$ cat src/rtl/uos_pkg.sv
// Package of states, commands and timing constants for the operating-state sequencer.
package uos_pkg;
    // --------------------------------------------------------------------
    // Operating states
    // --------------------------------------------------------------------
    typedef enum logic [3:0] {
        ST_OFF, ST_BOOT_SLOW, ST_IDLE_OSCILLATOR, ST_PLL_WAIT, ST_IDLE_PLL,
        ST_TX_WAIT, ST_TX, ST_RX_WAIT, ST_RX, ST_SLEEP, ST_DEEP_DOZE
    } uos_state_t;
    // --------------------------------------------------------------------
    // Clock source selection
    // --------------------------------------------------------------------
    localparam logic [1:0] CLK_NONE = 2'h0;
    localparam logic [1:0] CLK_FAST_OSCILLATOR = 2'h1;
    localparam logic [1:0] CLK_PLL = 2'h2;
    localparam logic [1:0] CLK_SLOW_RC = 2'h3;
    // --------------------------------------------------------------------
    // Host fast command codes
    // --------------------------------------------------------------------
    localparam int CMD_W = 5;
    localparam logic [4:0] CMD_TX_NOW = 5'h01;
    localparam logic [4:0] CMD_RX_ENABLE = 5'h02;
    localparam logic [4:0] CMD_DELAYED_TX = 5'h03;
    localparam logic [4:0] CMD_DELAYED_RX = 5'h04;
    localparam logic [4:0] CMD_TRX_OFF = 5'h05;
    localparam logic [4:0] CMD_SLEEP = 5'h06;
    localparam logic [4:0] CMD_DEEP_DOZE = 5'h07;
    // --------------------------------------------------------------------
    // Timing
    // --------------------------------------------------------------------
    localparam int CLK_MHZ = 40;
    localparam int FAST_OSCILLATOR_TIME_US = 500;
    localparam int XTAL_TIME_US = 1000;
    localparam int FAST_OSCILLATOR_CYCLES = FAST_OSCILLATOR_TIME_US * CLK_MHZ;
    localparam int XTAL_CYCLES = XTAL_TIME_US * CLK_MHZ;
    localparam int SLEEP_W = 16;
    localparam logic [15:0] SLEEP_TERM_RESET = 16'h0100;
    localparam int TIMER_W = 16;
endpackage

$ cat src/rtl/uos_sequencer.sv
// Operating-state sequencer of the ultra-wideband transceiver.
`timescale 1ns/10ps
// Operation
// - OFF keeps core unpowered, regulator off, internal reset low.
// - Boot runs from 30 MHz RC, slow host link, restores store, then idles.
// - Oscillator idle clocks system near 120 MHz for full-speed host link.
// - Synthesizer idle clocks system from the PLL at 124.8 MHz.
// - Transmit preparation sequences transmit blocks on; serves delayed transmit.
// - Active transmit returns to synthesizer idle when transmission finishes.
// - Receive preparation sequences receive blocks on; serves delayed receive.
// - Active receive returns to synthesizer idle on packet or timeout.
// - Sleep clocks the sleep counter from slow RC, rest low-power.
// - Deep doze selects no clock and stops the PLL, oscillators stay enabled; wake on wake pin, host select, reset.
// - Supply above power-on threshold releases always-on block and raises enable.
// - Secondary supplies good start fast oscillator by 500 us, crystal by 1 ms.
// - Digital reset release enters boot; idle only after configuration restored.
// - Auto-idle bit enables PLL, waits for lock, then synthesizer idle.
// - Host fast commands, up to 32 codes, change the operating state.
module uos_sequencer #(
    parameter int FAST_OSCILLATOR_CYCLES = uos_pkg::FAST_OSCILLATOR_CYCLES,
    parameter int XTAL_CYCLES = uos_pkg::XTAL_CYCLES
) (
    input wire logic clk,
    input wire logic resetn,
    input wire logic supply_main_good,
    input wire logic supply_secondary_good,
    input wire logic device_reset_n,
    input wire logic wakeup_pin,
    input wire logic host_select_n,
    input wire logic auto_idle_after_boot,
    input wire logic cmd_valid,
    input wire logic [4:0] cmd_code,
    input wire logic restore_done,
    input wire logic pll_locked,
    input wire logic tx_blocks_ready,
    input wire logic tx_done,
    input wire logic rx_blocks_ready,
    input wire logic rx_packet_done,
    input wire logic rx_timeout,
    input wire logic delay_expired,
    input wire logic slow_tick,
    input wire logic [15:0] sleep_terminal,
    output logic [3:0] state_out,
    output logic core_power_en,
    output logic regulator_en,
    output logic core_reset_n,
    output logic always_on_reset_n,
    output logic external_enable_out,
    output logic fast_oscillator_en,
    output logic xtal_en,
    output logic [1:0] clk_select,
    output logic host_link_slow,
    output logic store_download,
    output logic pll_en,
    output logic tx_power_en,
    output logic tx_active,
    output logic rx_power_en,
    output logic rx_active,
    output logic sleep_counter_en,
    output logic fast_oscillator_ready,
    output logic xtal_ready
);
    // --------------------------------------------------------------------
    // State record
    // --------------------------------------------------------------------
    typedef struct packed {
        uos_pkg::uos_state_t state;
        logic delayed;
        logic [uos_pkg::TIMER_W-1:0] rc_timer;
        logic [uos_pkg::TIMER_W-1:0] xt_timer;
        logic [uos_pkg::SLEEP_W-1:0] sleep_cnt;
        logic aon_released;
        logic ext_en;
        logic rc_ready;
        logic xt_ready;
        logic [3:0] state_out;
        logic core_power_en;
        logic core_reset_n;
        logic [1:0] clk_select;
        logic host_link_slow;
        logic store_download;
        logic pll_en;
        logic tx_power_en;
        logic tx_active;
        logic rx_power_en;
        logic rx_active;
        logic sleep_counter_en;
    } uos_regs_t;

    uos_regs_t r_reg;
    uos_regs_t r_next;

    localparam logic [15:0] RC_LAST = 16'(FAST_OSCILLATOR_CYCLES - 1);
    localparam logic [15:0] XT_LAST = 16'(XTAL_CYCLES - 1);

    function automatic logic cmd_is(input logic v, input logic [4:0] c, input logic [4:0] k);
        cmd_is = v && (c == k);
    endfunction

    // --------------------------------------------------------------------
    // Next-state logic
    // --------------------------------------------------------------------
    always_comb begin
        r_next = r_reg;
        r_next.aon_released = supply_main_good;
        r_next.ext_en = supply_main_good;
        // Oscillator start-up timers; ready flags rise within the stated limits.
        if (!r_reg.aon_released || !supply_secondary_good) begin
            r_next.rc_timer = '0;
            r_next.xt_timer = '0;
            r_next.rc_ready = 1'b0;
            r_next.xt_ready = 1'b0;
        end else begin
            if (r_reg.rc_timer == RC_LAST) begin
                r_next.rc_ready = 1'b1;
            end else begin
                r_next.rc_timer = r_reg.rc_timer + 16'h0001;
            end
            if (r_reg.xt_timer == XT_LAST) begin
                r_next.xt_ready = 1'b1;
            end else begin
                r_next.xt_timer = r_reg.xt_timer + 16'h0001;
            end
        end
        // The sequencer starts only once the fast oscillator clocks the core.
        if (!r_reg.aon_released || !supply_secondary_good) begin
            r_next.state = uos_pkg::ST_OFF;
        end else begin
            case (r_reg.state)
                uos_pkg::ST_OFF: begin
                    if (r_reg.rc_ready && device_reset_n) begin
                        r_next.state = uos_pkg::ST_BOOT_SLOW;
                    end
                end
                uos_pkg::ST_BOOT_SLOW: begin
                    if (restore_done) begin
                        r_next.state = uos_pkg::ST_IDLE_OSCILLATOR;
                    end
                end
                uos_pkg::ST_IDLE_OSCILLATOR: begin
                    if (auto_idle_after_boot && r_reg.xt_ready) begin
                        r_next.state = uos_pkg::ST_PLL_WAIT;
                    end else if (cmd_is(cmd_valid, cmd_code, uos_pkg::CMD_SLEEP)) begin
                        r_next.state = uos_pkg::ST_SLEEP;
                    end else if (cmd_is(cmd_valid, cmd_code, uos_pkg::CMD_DEEP_DOZE)) begin
                        r_next.state = uos_pkg::ST_DEEP_DOZE;
                    end
                end
                uos_pkg::ST_PLL_WAIT: begin
                    if (!auto_idle_after_boot) begin
                        r_next.state = uos_pkg::ST_IDLE_OSCILLATOR;
                    end else if (pll_locked) begin
                        r_next.state = uos_pkg::ST_IDLE_PLL;
                    end
                end
                uos_pkg::ST_IDLE_PLL: begin
                    r_next.delayed = 1'b0;
                    if (cmd_valid) begin
                        case (cmd_code)
                            uos_pkg::CMD_TX_NOW: r_next.state = uos_pkg::ST_TX_WAIT;
                            uos_pkg::CMD_DELAYED_TX: begin
                                r_next.state = uos_pkg::ST_TX_WAIT;
                                r_next.delayed = 1'b1;
                            end
                            uos_pkg::CMD_RX_ENABLE: r_next.state = uos_pkg::ST_RX_WAIT;
                            uos_pkg::CMD_DELAYED_RX: begin
                                r_next.state = uos_pkg::ST_RX_WAIT;
                                r_next.delayed = 1'b1;
                            end
                            uos_pkg::CMD_SLEEP: r_next.state = uos_pkg::ST_SLEEP;
                            uos_pkg::CMD_DEEP_DOZE: r_next.state = uos_pkg::ST_DEEP_DOZE;
                            default: r_next.state = r_reg.state;
                        endcase
                    end
                end
                uos_pkg::ST_TX_WAIT: begin
                    if (cmd_is(cmd_valid, cmd_code, uos_pkg::CMD_TRX_OFF)) begin
                        r_next.state = uos_pkg::ST_IDLE_PLL;
                    end else if (tx_blocks_ready && (!r_reg.delayed || delay_expired)) begin
                        r_next.state = uos_pkg::ST_TX;
                    end
                end
                uos_pkg::ST_TX: begin
                    if (tx_done || cmd_is(cmd_valid, cmd_code, uos_pkg::CMD_TRX_OFF)) begin
                        r_next.state = uos_pkg::ST_IDLE_PLL;
                    end
                end
                uos_pkg::ST_RX_WAIT: begin
                    if (cmd_is(cmd_valid, cmd_code, uos_pkg::CMD_TRX_OFF)) begin
                        r_next.state = uos_pkg::ST_IDLE_PLL;
                    end else if (rx_blocks_ready && (!r_reg.delayed || delay_expired)) begin
                        r_next.state = uos_pkg::ST_RX;
                    end
                end
                uos_pkg::ST_RX: begin
                    if (rx_packet_done || rx_timeout
                        || cmd_is(cmd_valid, cmd_code, uos_pkg::CMD_TRX_OFF)) begin
                        r_next.state = uos_pkg::ST_IDLE_PLL;
                    end
                end
                uos_pkg::ST_SLEEP: begin
                    // Counts slow-RC ticks; the fast clock only samples the tick.
                    if (slow_tick) begin
                        r_next.sleep_cnt = r_reg.sleep_cnt + 16'h0001;
                    end
                    if (r_reg.sleep_cnt >= sleep_terminal || !host_select_n || wakeup_pin) begin
                        r_next.state = uos_pkg::ST_BOOT_SLOW;
                    end
                end
                uos_pkg::ST_DEEP_DOZE: begin
                    if (wakeup_pin || !host_select_n || !device_reset_n) begin
                        r_next.state = uos_pkg::ST_BOOT_SLOW;
                    end
                end
                default: r_next.state = uos_pkg::ST_OFF;
            endcase
        end
        if (r_next.state != uos_pkg::ST_SLEEP) begin
            r_next.sleep_cnt = '0;
        end
        // Outputs decoded from the next state so every port is a flop.
        r_next.state_out = 4'(r_next.state);
        r_next.core_power_en = r_next.state != uos_pkg::ST_OFF;
        r_next.core_reset_n = r_next.state != uos_pkg::ST_OFF;
        r_next.host_link_slow = r_next.state == uos_pkg::ST_BOOT_SLOW;
        r_next.store_download = r_next.state == uos_pkg::ST_BOOT_SLOW;
        r_next.pll_en = (r_next.state inside {uos_pkg::ST_PLL_WAIT, uos_pkg::ST_IDLE_PLL,
            uos_pkg::ST_TX_WAIT, uos_pkg::ST_TX, uos_pkg::ST_RX_WAIT, uos_pkg::ST_RX});
        r_next.tx_power_en = r_next.state inside {uos_pkg::ST_TX_WAIT, uos_pkg::ST_TX};
        r_next.tx_active = r_next.state == uos_pkg::ST_TX;
        r_next.rx_power_en = r_next.state inside {uos_pkg::ST_RX_WAIT, uos_pkg::ST_RX};
        r_next.rx_active = r_next.state == uos_pkg::ST_RX;
        r_next.sleep_counter_en = r_next.state == uos_pkg::ST_SLEEP;
        case (r_next.state)
            uos_pkg::ST_OFF, uos_pkg::ST_DEEP_DOZE: r_next.clk_select = uos_pkg::CLK_NONE;
            uos_pkg::ST_BOOT_SLOW, uos_pkg::ST_IDLE_OSCILLATOR, uos_pkg::ST_PLL_WAIT:
                r_next.clk_select = uos_pkg::CLK_FAST_OSCILLATOR;
            uos_pkg::ST_SLEEP: r_next.clk_select = uos_pkg::CLK_SLOW_RC;
            default: r_next.clk_select = uos_pkg::CLK_PLL;
        endcase
    end

    // --------------------------------------------------------------------
    // State register
    // --------------------------------------------------------------------
    always_ff @(posedge clk or negedge resetn) begin
        if (!resetn) begin
            r_reg <= '{state: uos_pkg::ST_OFF, default: '0};
        end else begin
            r_reg <= r_next;
        end
    end

    assign state_out = r_reg.state_out;
    assign core_power_en = r_reg.core_power_en;
    assign regulator_en = r_reg.core_power_en;
    assign core_reset_n = r_reg.core_reset_n;
    assign always_on_reset_n = r_reg.aon_released;
    assign external_enable_out = r_reg.ext_en;
    assign fast_oscillator_en = r_reg.aon_released;
    assign xtal_en = r_reg.aon_released;
    assign clk_select = r_reg.clk_select;
    assign host_link_slow = r_reg.host_link_slow;
    assign store_download = r_reg.store_download;
    assign pll_en = r_reg.pll_en;
    assign tx_power_en = r_reg.tx_power_en;
    assign tx_active = r_reg.tx_active;
    assign rx_power_en = r_reg.rx_power_en;
    assign rx_active = r_reg.rx_active;
    assign sleep_counter_en = r_reg.sleep_counter_en;
    assign fast_oscillator_ready = r_reg.rc_ready;
    assign xtal_ready = r_reg.xt_ready;
endmodule // uos_sequencer
$ cat config.mk
export PLATFORM = sky130hd
export DESIGN_NAME = uos_sequencer
export DESIGN_NICKNAME = d
export VERILOG_FILES = /design/src/rtl/uos_pkg.sv /design/src/rtl/uos_sequencer.sv
export SDC_FILE = /design/constraint.sdc
export NUM_CORES = 1
export LEC_CHECK = 0
export BUFFER_PORTS_ARGS = -buffer_cell sky130_fd_sc_hd__buf_2
export CAP_MARGIN = 20
export CORE_ASPECT_RATIO = 1.1
export CORE_MARGIN = 2
export CORE_UTILIZATION = 62
export DETAILED_ROUTE_END_ITERATION = 10
export GPL_ROUTABILITY_DRIVEN = 0
export PLACE_DENSITY = 0.86
export SYNTH_ARGS = -nofsm -noshare
export SYNTH_HDL_FRONTEND = slang
export SYNTH_SLANG_ARGS = --single-unit
$ cat constraint.sdc
create_clock -name clk -period 4.1 [get_ports clk]
set_clock_uncertainty 0.15 [all_clocks]
set_input_delay 0.615 -clock clk [delete_from_list [all_inputs] [get_ports clk]]
set_output_delay 0.615 -clock clk [all_outputs]
set_load 0.005 [all_outputs]
# After elaboration in Yosys (flattened, before gate mapping)
# Cells that the tools add are included.
[word_totals]
reg_bits = 66
inputBits = 39
output_inout_bits = 23
word_cells = 124
[classes]
n_addsub = 3
magnitude_cmp = 1
eq_ne = 33
n_mux = 31
bitwise = 1
n_reduce_logical = 38
[ops]
columns = ["operator", "n"]
rows = [
  ["$mux W16", 6],
  ["$mux W4", 16],
  ["$add A16 B1 Y16 const B", 3],
  ["$pmux W4 S11", 1],
  ["$eq A4 B3 Y1 const B", 8],
  ["$mux W32", 1],
  ["$eq A4 B4 Y1 const B", 6],
  ["$eq A5 B3 Y1 const B", 4],
  ["$eq A16 B15 Y1 const B", 1],
  ["$eq A16 B16 Y1 const B", 1],
  ["$eq A4 B2 Y1 const B", 4],
  ["$ge A16 B16 Y1", 1],
  ["$pmux W4 S4", 1],
  ["$reduce_bool A2 Y1", 6],
  ["$eq A5 B2 Y1 const B", 2],
  ["$logic_or A1 B1 Y1", 9],
  ["$eq A4 B1 Y1 const B", 2],
  ["$logic_not A4 Y1", 2],
  ["$reduce_or A2 Y1", 4],
  ["$logic_and A1 B1 Y1", 7],
  ["$ne A2 B1 Y1 const B", 3],
  ["$pmux W2 S3", 1],
  ["$reduce_bool A6 Y1", 1],
  ["$eq A5 B1 Y1 const B", 1],
  ["other kinds (10)", 16],
]

# Longest topological paths before layout
[depth]
depth_word = 10
ltp_mapped = 9
mapped_depth_nobuf = 8

# Least setup slack after synthesis
# OpenSTA, ideal clock, no wires.
[synth_path]
kind = "input-to-reg"
start = "input sleep_terminal[13]"
end = "register r_reg[20] (netlist bit)"
setup_ns = 0.119
t_arrival_ns = 2.418
t_required_ns = 3.831
setup_slack_ns = 1.414
stages = 9
path_buffers = 1
cell_sequence = "inv_1 ha_1 nand4_1 nor3_1 or4b_1 and4_4 o211ai_4 buf_6 nor2_1"
[synth_via]
elab_chain_len = 9
word_cells_on_any_way = 12
classes_between = "1 x order compare; 2 x eq/ne; 4 x mux; 5 x reduce/logical"
[synth_lines]
columns = ["item", "line_no", "source"]
rows = [
  ["start: declaration", "uos_sequencer.sv:42", "input wire logic [15:0] sleep_terminal,"],
  ["$ge A16 B16 Y1 *", "uos_sequencer.sv:206", "if (r_reg.sleep_cnt >= sleep_terminal || !host_select_n || wakeup_pin) begin"],
  ["$logic_or A1 B1 Y1 * (2 in a row)", "uos_sequencer.sv:206", ""],
  ["$mux W4 *", "uos_sequencer.sv:206", ""],
  ["$pmux W4 S11 *", "uos_sequencer.sv:129", "case (r_reg.state)"],
  ["$mux W4 *", "uos_sequencer.sv:126", "if (!r_reg.aon_released || !supply_secondary_good) begin"],
  ["$ne A4 B4 Y1 *", "uos_sequencer.sv:218", "if (r_next.state != uos_pkg::ST_SLEEP) begin"],
  ["$ne A2 B1 Y1 (no source line) / $reduce_bool A2 Y1 (equally long branches)", "-", ""],
  ["$reduce_and A3 Y1 (no source line)", "-", ""],
  ["end signal: assignment", "uos_sequencer.sv:250", "r_reg <= r_next;"],
  ["end: declaration", "uos_sequencer.sv:90", "uos_regs_t r_reg;"],
]
# Every way passes the cells marked *; elsewhere a longest branch is shown, timed or not.
# A chain may end at the register's enable or synchronous reset.

# Final worst setup path
[layout_path]
start = "register r_reg[33] (netlist bit)"
end = "register r_reg[22] (netlist bit)"
[layout_via]
elab_chain_len = 9
word_cells_on_any_way = 12
classes_between = "1 x order compare; 2 x eq/ne; 4 x mux; 5 x reduce/logical"
[layout_lines]
columns = ["item", "line_no"]
rows = [
  ["$ge A16 B16 Y1 *", "uos_sequencer.sv:206"],
  ["$logic_or A1 B1 Y1 * (2 in a row)", "uos_sequencer.sv:206"],
  ["$mux W4 *", "uos_sequencer.sv:206"],
  ["$pmux W4 S11 *", "uos_sequencer.sv:129"],
  ["$mux W4 *", "uos_sequencer.sv:126"],
  ["$ne A4 B4 Y1 *", "uos_sequencer.sv:218"],
  ["$ne A2 B1 Y1 (no source line) / $reduce_bool A2 Y1 (equally long branches)", "-"],
  ["$reduce_and A3 Y1 (no source line)", "-"],
]
# Marks and branches as above.

==> flow_metrics.env <==
export IMPL_routed_wl_mm=8.67
export IMPL_final_area_um2=4510
export IMPL_outcome="finished clean"
export IMPL_arrival_ns=2.85
export IMPL_antenna_cells=0
export IMPL_syn2layout_area_growth_pct=11.2
export IMPL_hold_depth=1
export IMPL_synthCells=448
export IMPL_layout_nets=553
export IMPL_max_cap_violations=0
export IMPL_synth_nets=506
export IMPL_holdPathEnd="external_enable_out$_DFF_PN0_"
export IMPL_cts_hold_buf=0
export IMPL_wl_per_cell_um=14.9
export IMPL_crit_path_end_kind="flip-flop"
export IMPL_insertion_delay_ns=0.35
export IMPL_dp_slack_ns=1.05
export IMPL_synth_main_ff_cell="dfrtp_1"
export IMPL_die_height_um=88.8
export IMPL_pwr_share_clk_pct=42.3
export IMPL_first_pass_iters=4
export IMPL_synthArstFlopShare_pct=100
export IMPL_p_leak_nw=2.05
export IMPL_post_cts_buffers=0
export IMPL_ir_worst_vdd_uv=174
export IMPL_yosysWarnings=0
export IMPL_synth_area_um2=4060
export IMPL_cp_start_kind="flip-flop"
export IMPL_largest_reg_flops=49
export IMPL_tns_ns=0
export IMPL_internal_power_mw=0.961
export IMPL_htree_num_levels=3
export IMPL_fin_cells=580
export IMPL_r2r_setup_slack_ns=1.31
export IMPL_die_w_um=81.1
export IMPL_grt_pass1_wl_mm=14.4
export IMPL_dpl_cell_area_um2=4310
export IMPL_fmax_mhz=358
export IMPL_ys_top_cells_by_area="dfrtp_1 41%, nor2_1 6.2%, ha_1 5.9%"
export IMPL_setup_viol=0
export IMPL_cts_sinks=66
export IMPL_overflow=0
export IMPL_crit_required_ns=4.16
export IMPL_p_switching_mw=0.308
export IMPL_final_max_slew_violation_count=0
export IMPL_initial_utilization_pct=65.1
export IMPL_antenna_left=0
export IMPL_multiInputGateArea_um2=2150
export IMPL_p_per_area_nw_per_um2=282
export IMPL_synth_edff_count=0
export IMPL_initialDrtViolationCount=207
export IMPL_grt_max_degree=45
export IMPL_yosysTopAreaCell="dfrtp_1"
export IMPL_place_inst=564
export IMPL_worst_slew_pin_slew_ns=0.946
export IMPL_dpl_hpwl_mm=6.23
export IMPL_die_area_um2=7200
export IMPL_p_seq_share_pct=51.6
export IMPL_grt_setup_unrepaired="false"
export IMPL_fin_crit_ns=2.79
export IMPL_cts_repair_resized=0
export IMPL_cts_made_buffers=9
export IMPL_p_sw_share_pct=24.3
export IMPL_whs_ns=0.224
export IMPL_reg2reg_depth=7
export IMPL_crit_fanout=17
export IMPL_yosys_area_top_type_share_pct=40.7
export IMPL_ios=62
export IMPL_synth_top_cells_by_count="67 x nor2_1, 66 x dfrtp_1, 33 x nand2_1, 25 x nand3_1, 24 x inv_1"
export IMPL_postLayoutCoreUtil_pct=72.3
export IMPL_final_hold_viol_count=0
export IMPL_rows=30
export IMPL_relSlewSlack_pct=37.0
export IMPL_yosysMostFrequentCell="nor2_1"
export IMPL_period_share_pct=68.0
export IMPL_first_global_vias=3307
export IMPL_cts_clk_slew_worst_paths_ns=0.07
export IMPL_port_buffers=61
export IMPL_drcViolationCount=0
export IMPL_vias=3457
export IMPL_finalPower_mw=1.27
export IMPL_synth_distinct_cells=60
export IMPL_drive_above_1_share_pct=18.2
export IMPL_fin_ws_ns=1.31
export IMPL_antenna_found_initial=0
export IMPL_grt_util_all_layers_pct=25.9
export IMPL_cts_root_buffer="clkbuf_8"
export IMPL_hold_class="primary input to flip-flop"
export IMPL_drt_vias_per_instance=5.96
export IMPL_max_clock_path_buffers=2
export IMPL_r2r_start="r_reg[33]$_DFFE_PN0P_"
export IMPL_core_um2=6230
export IMPL_r2r_end="r_reg[22]$_DFFE_PN0P_"
export IMPL_synth_seq_cells=66
export IMPL_crit_type="flip-flop to flip-flop"
export IMPL_regArea_um2=1650
export IMPL_p_comb_share_pct=6.1
export IMPL_fill_cells=474
export IMPL_cts_tree="done"
export IMPL_syn_avg_cell_area_um2=9.05
export IMPL_holdCritStartpoint="supply_main_good"
export IMPL_synth_seq_area_share_pct=40.7
[placed cells by master, fill, tap and decap left out, types with 3 or more instances in the layout]
cell type	synthesis	routed
a211oi_1	3	3
a21oi_1	18	18
a41oi_1	3	3
and2_1	5	5
and3_1	10	10
buf_2	3	61
clkbuf_8	0	9
clkinv_2	0	3
dfrtp_1	66	66
ha_1	19	19
inv_1	24	24
mux2i_1	3	3
nand2_1	33	33
nand2b_1	8	8
nand3_1	25	25
nand4_1	11	11
nor2_1	67	67
nor2b_1	14	14
nor3_1	11	11
nor4_1	3	3
o21ai_0	11	11
or3_1	3	3
or4b_1	4	4
xnor2_1	20	20
xor2_1	20	20
[worst max-delay path by stage]
stage                          startpoint  cells past startpoint                    end
global placement       sleep_terminal[13]                      9  r_reg[26]$_DFFE_PN0P_
global route        r_reg[33]$_DFFE_PN0P_                      7  r_reg[26]$_DFFE_PN0P_
finish              r_reg[33]$_DFFE_PN0P_                      7  r_reg[22]$_DFFE_PN0P_
detailed placement     sleep_terminal[13]                      9  r_reg[26]$_DFFE_PN0P_
floorplan              sleep_terminal[13]                      9  r_reg[20]$_DFFE_PN0P_
CTS                 r_reg[33]$_DFFE_PN0P_                      7  r_reg[26]$_DFFE_PN0P_
[final cells by class]
cell class	instances	share of cell area [%]
Clock buffer	9	2.75
Multi-Input combinational cell	331	47.7
Tap cell	80	2.22
Inverter	24	2.00
Timing Repair Buffer	63	7.11
Sequential cell	66	36.6
Clock inverter	7	1.55
[metal layers]
| layer | up-vias | global-route usage, % | wire (um) |
|---|---|---|---|
| li1 | 1641 | - | - |
| met1 | 1666 | 31.5 | 3580 |
| met2 | 135 | 45.5 | 4460 |
| met3 | 15 | 3.67 | 467 |
| met4 | 0 | 11.7 | 155 |
| met5 | - | 0 | 0 |
[worst max-delay path, stage by stage (launching register included)]
cell	delay (ns)
dfrtp_1	0.44
ha_1	0.32
nand4_1	0.12
nor3_1	0.34
or4b_1	0.51
and4_4	0.22
o211ai_4	0.43
nor2_1	0.11
[logic make-up after synthesis]
family                   Yosys count  synth area share, %
flip-flops                        66                 40.7
AND/OR/NAND/NOR                  211                 27.3
XOR/XNOR                          40                 8.64
multiplexers                       3                0.741
adder cells (fa/ha/maj)           19                 5.86
AO/OA/AOI/OAI                     58                 10.5
buffers and inverters             51                 6.20
[power by group through the flow]
stage	sequential [mW]	clock (mW)	combinational, mW
global route	0.656	0.574	0.0872
CTS	0.656	0.545	0.0776
finish	0.656	0.537	0.0770
detailed placement	0.668	0	0.0770
floorplan	0.668	0	0.0356
global placement	0.668	0	0.0742
(Power assumes the default switching activity.)
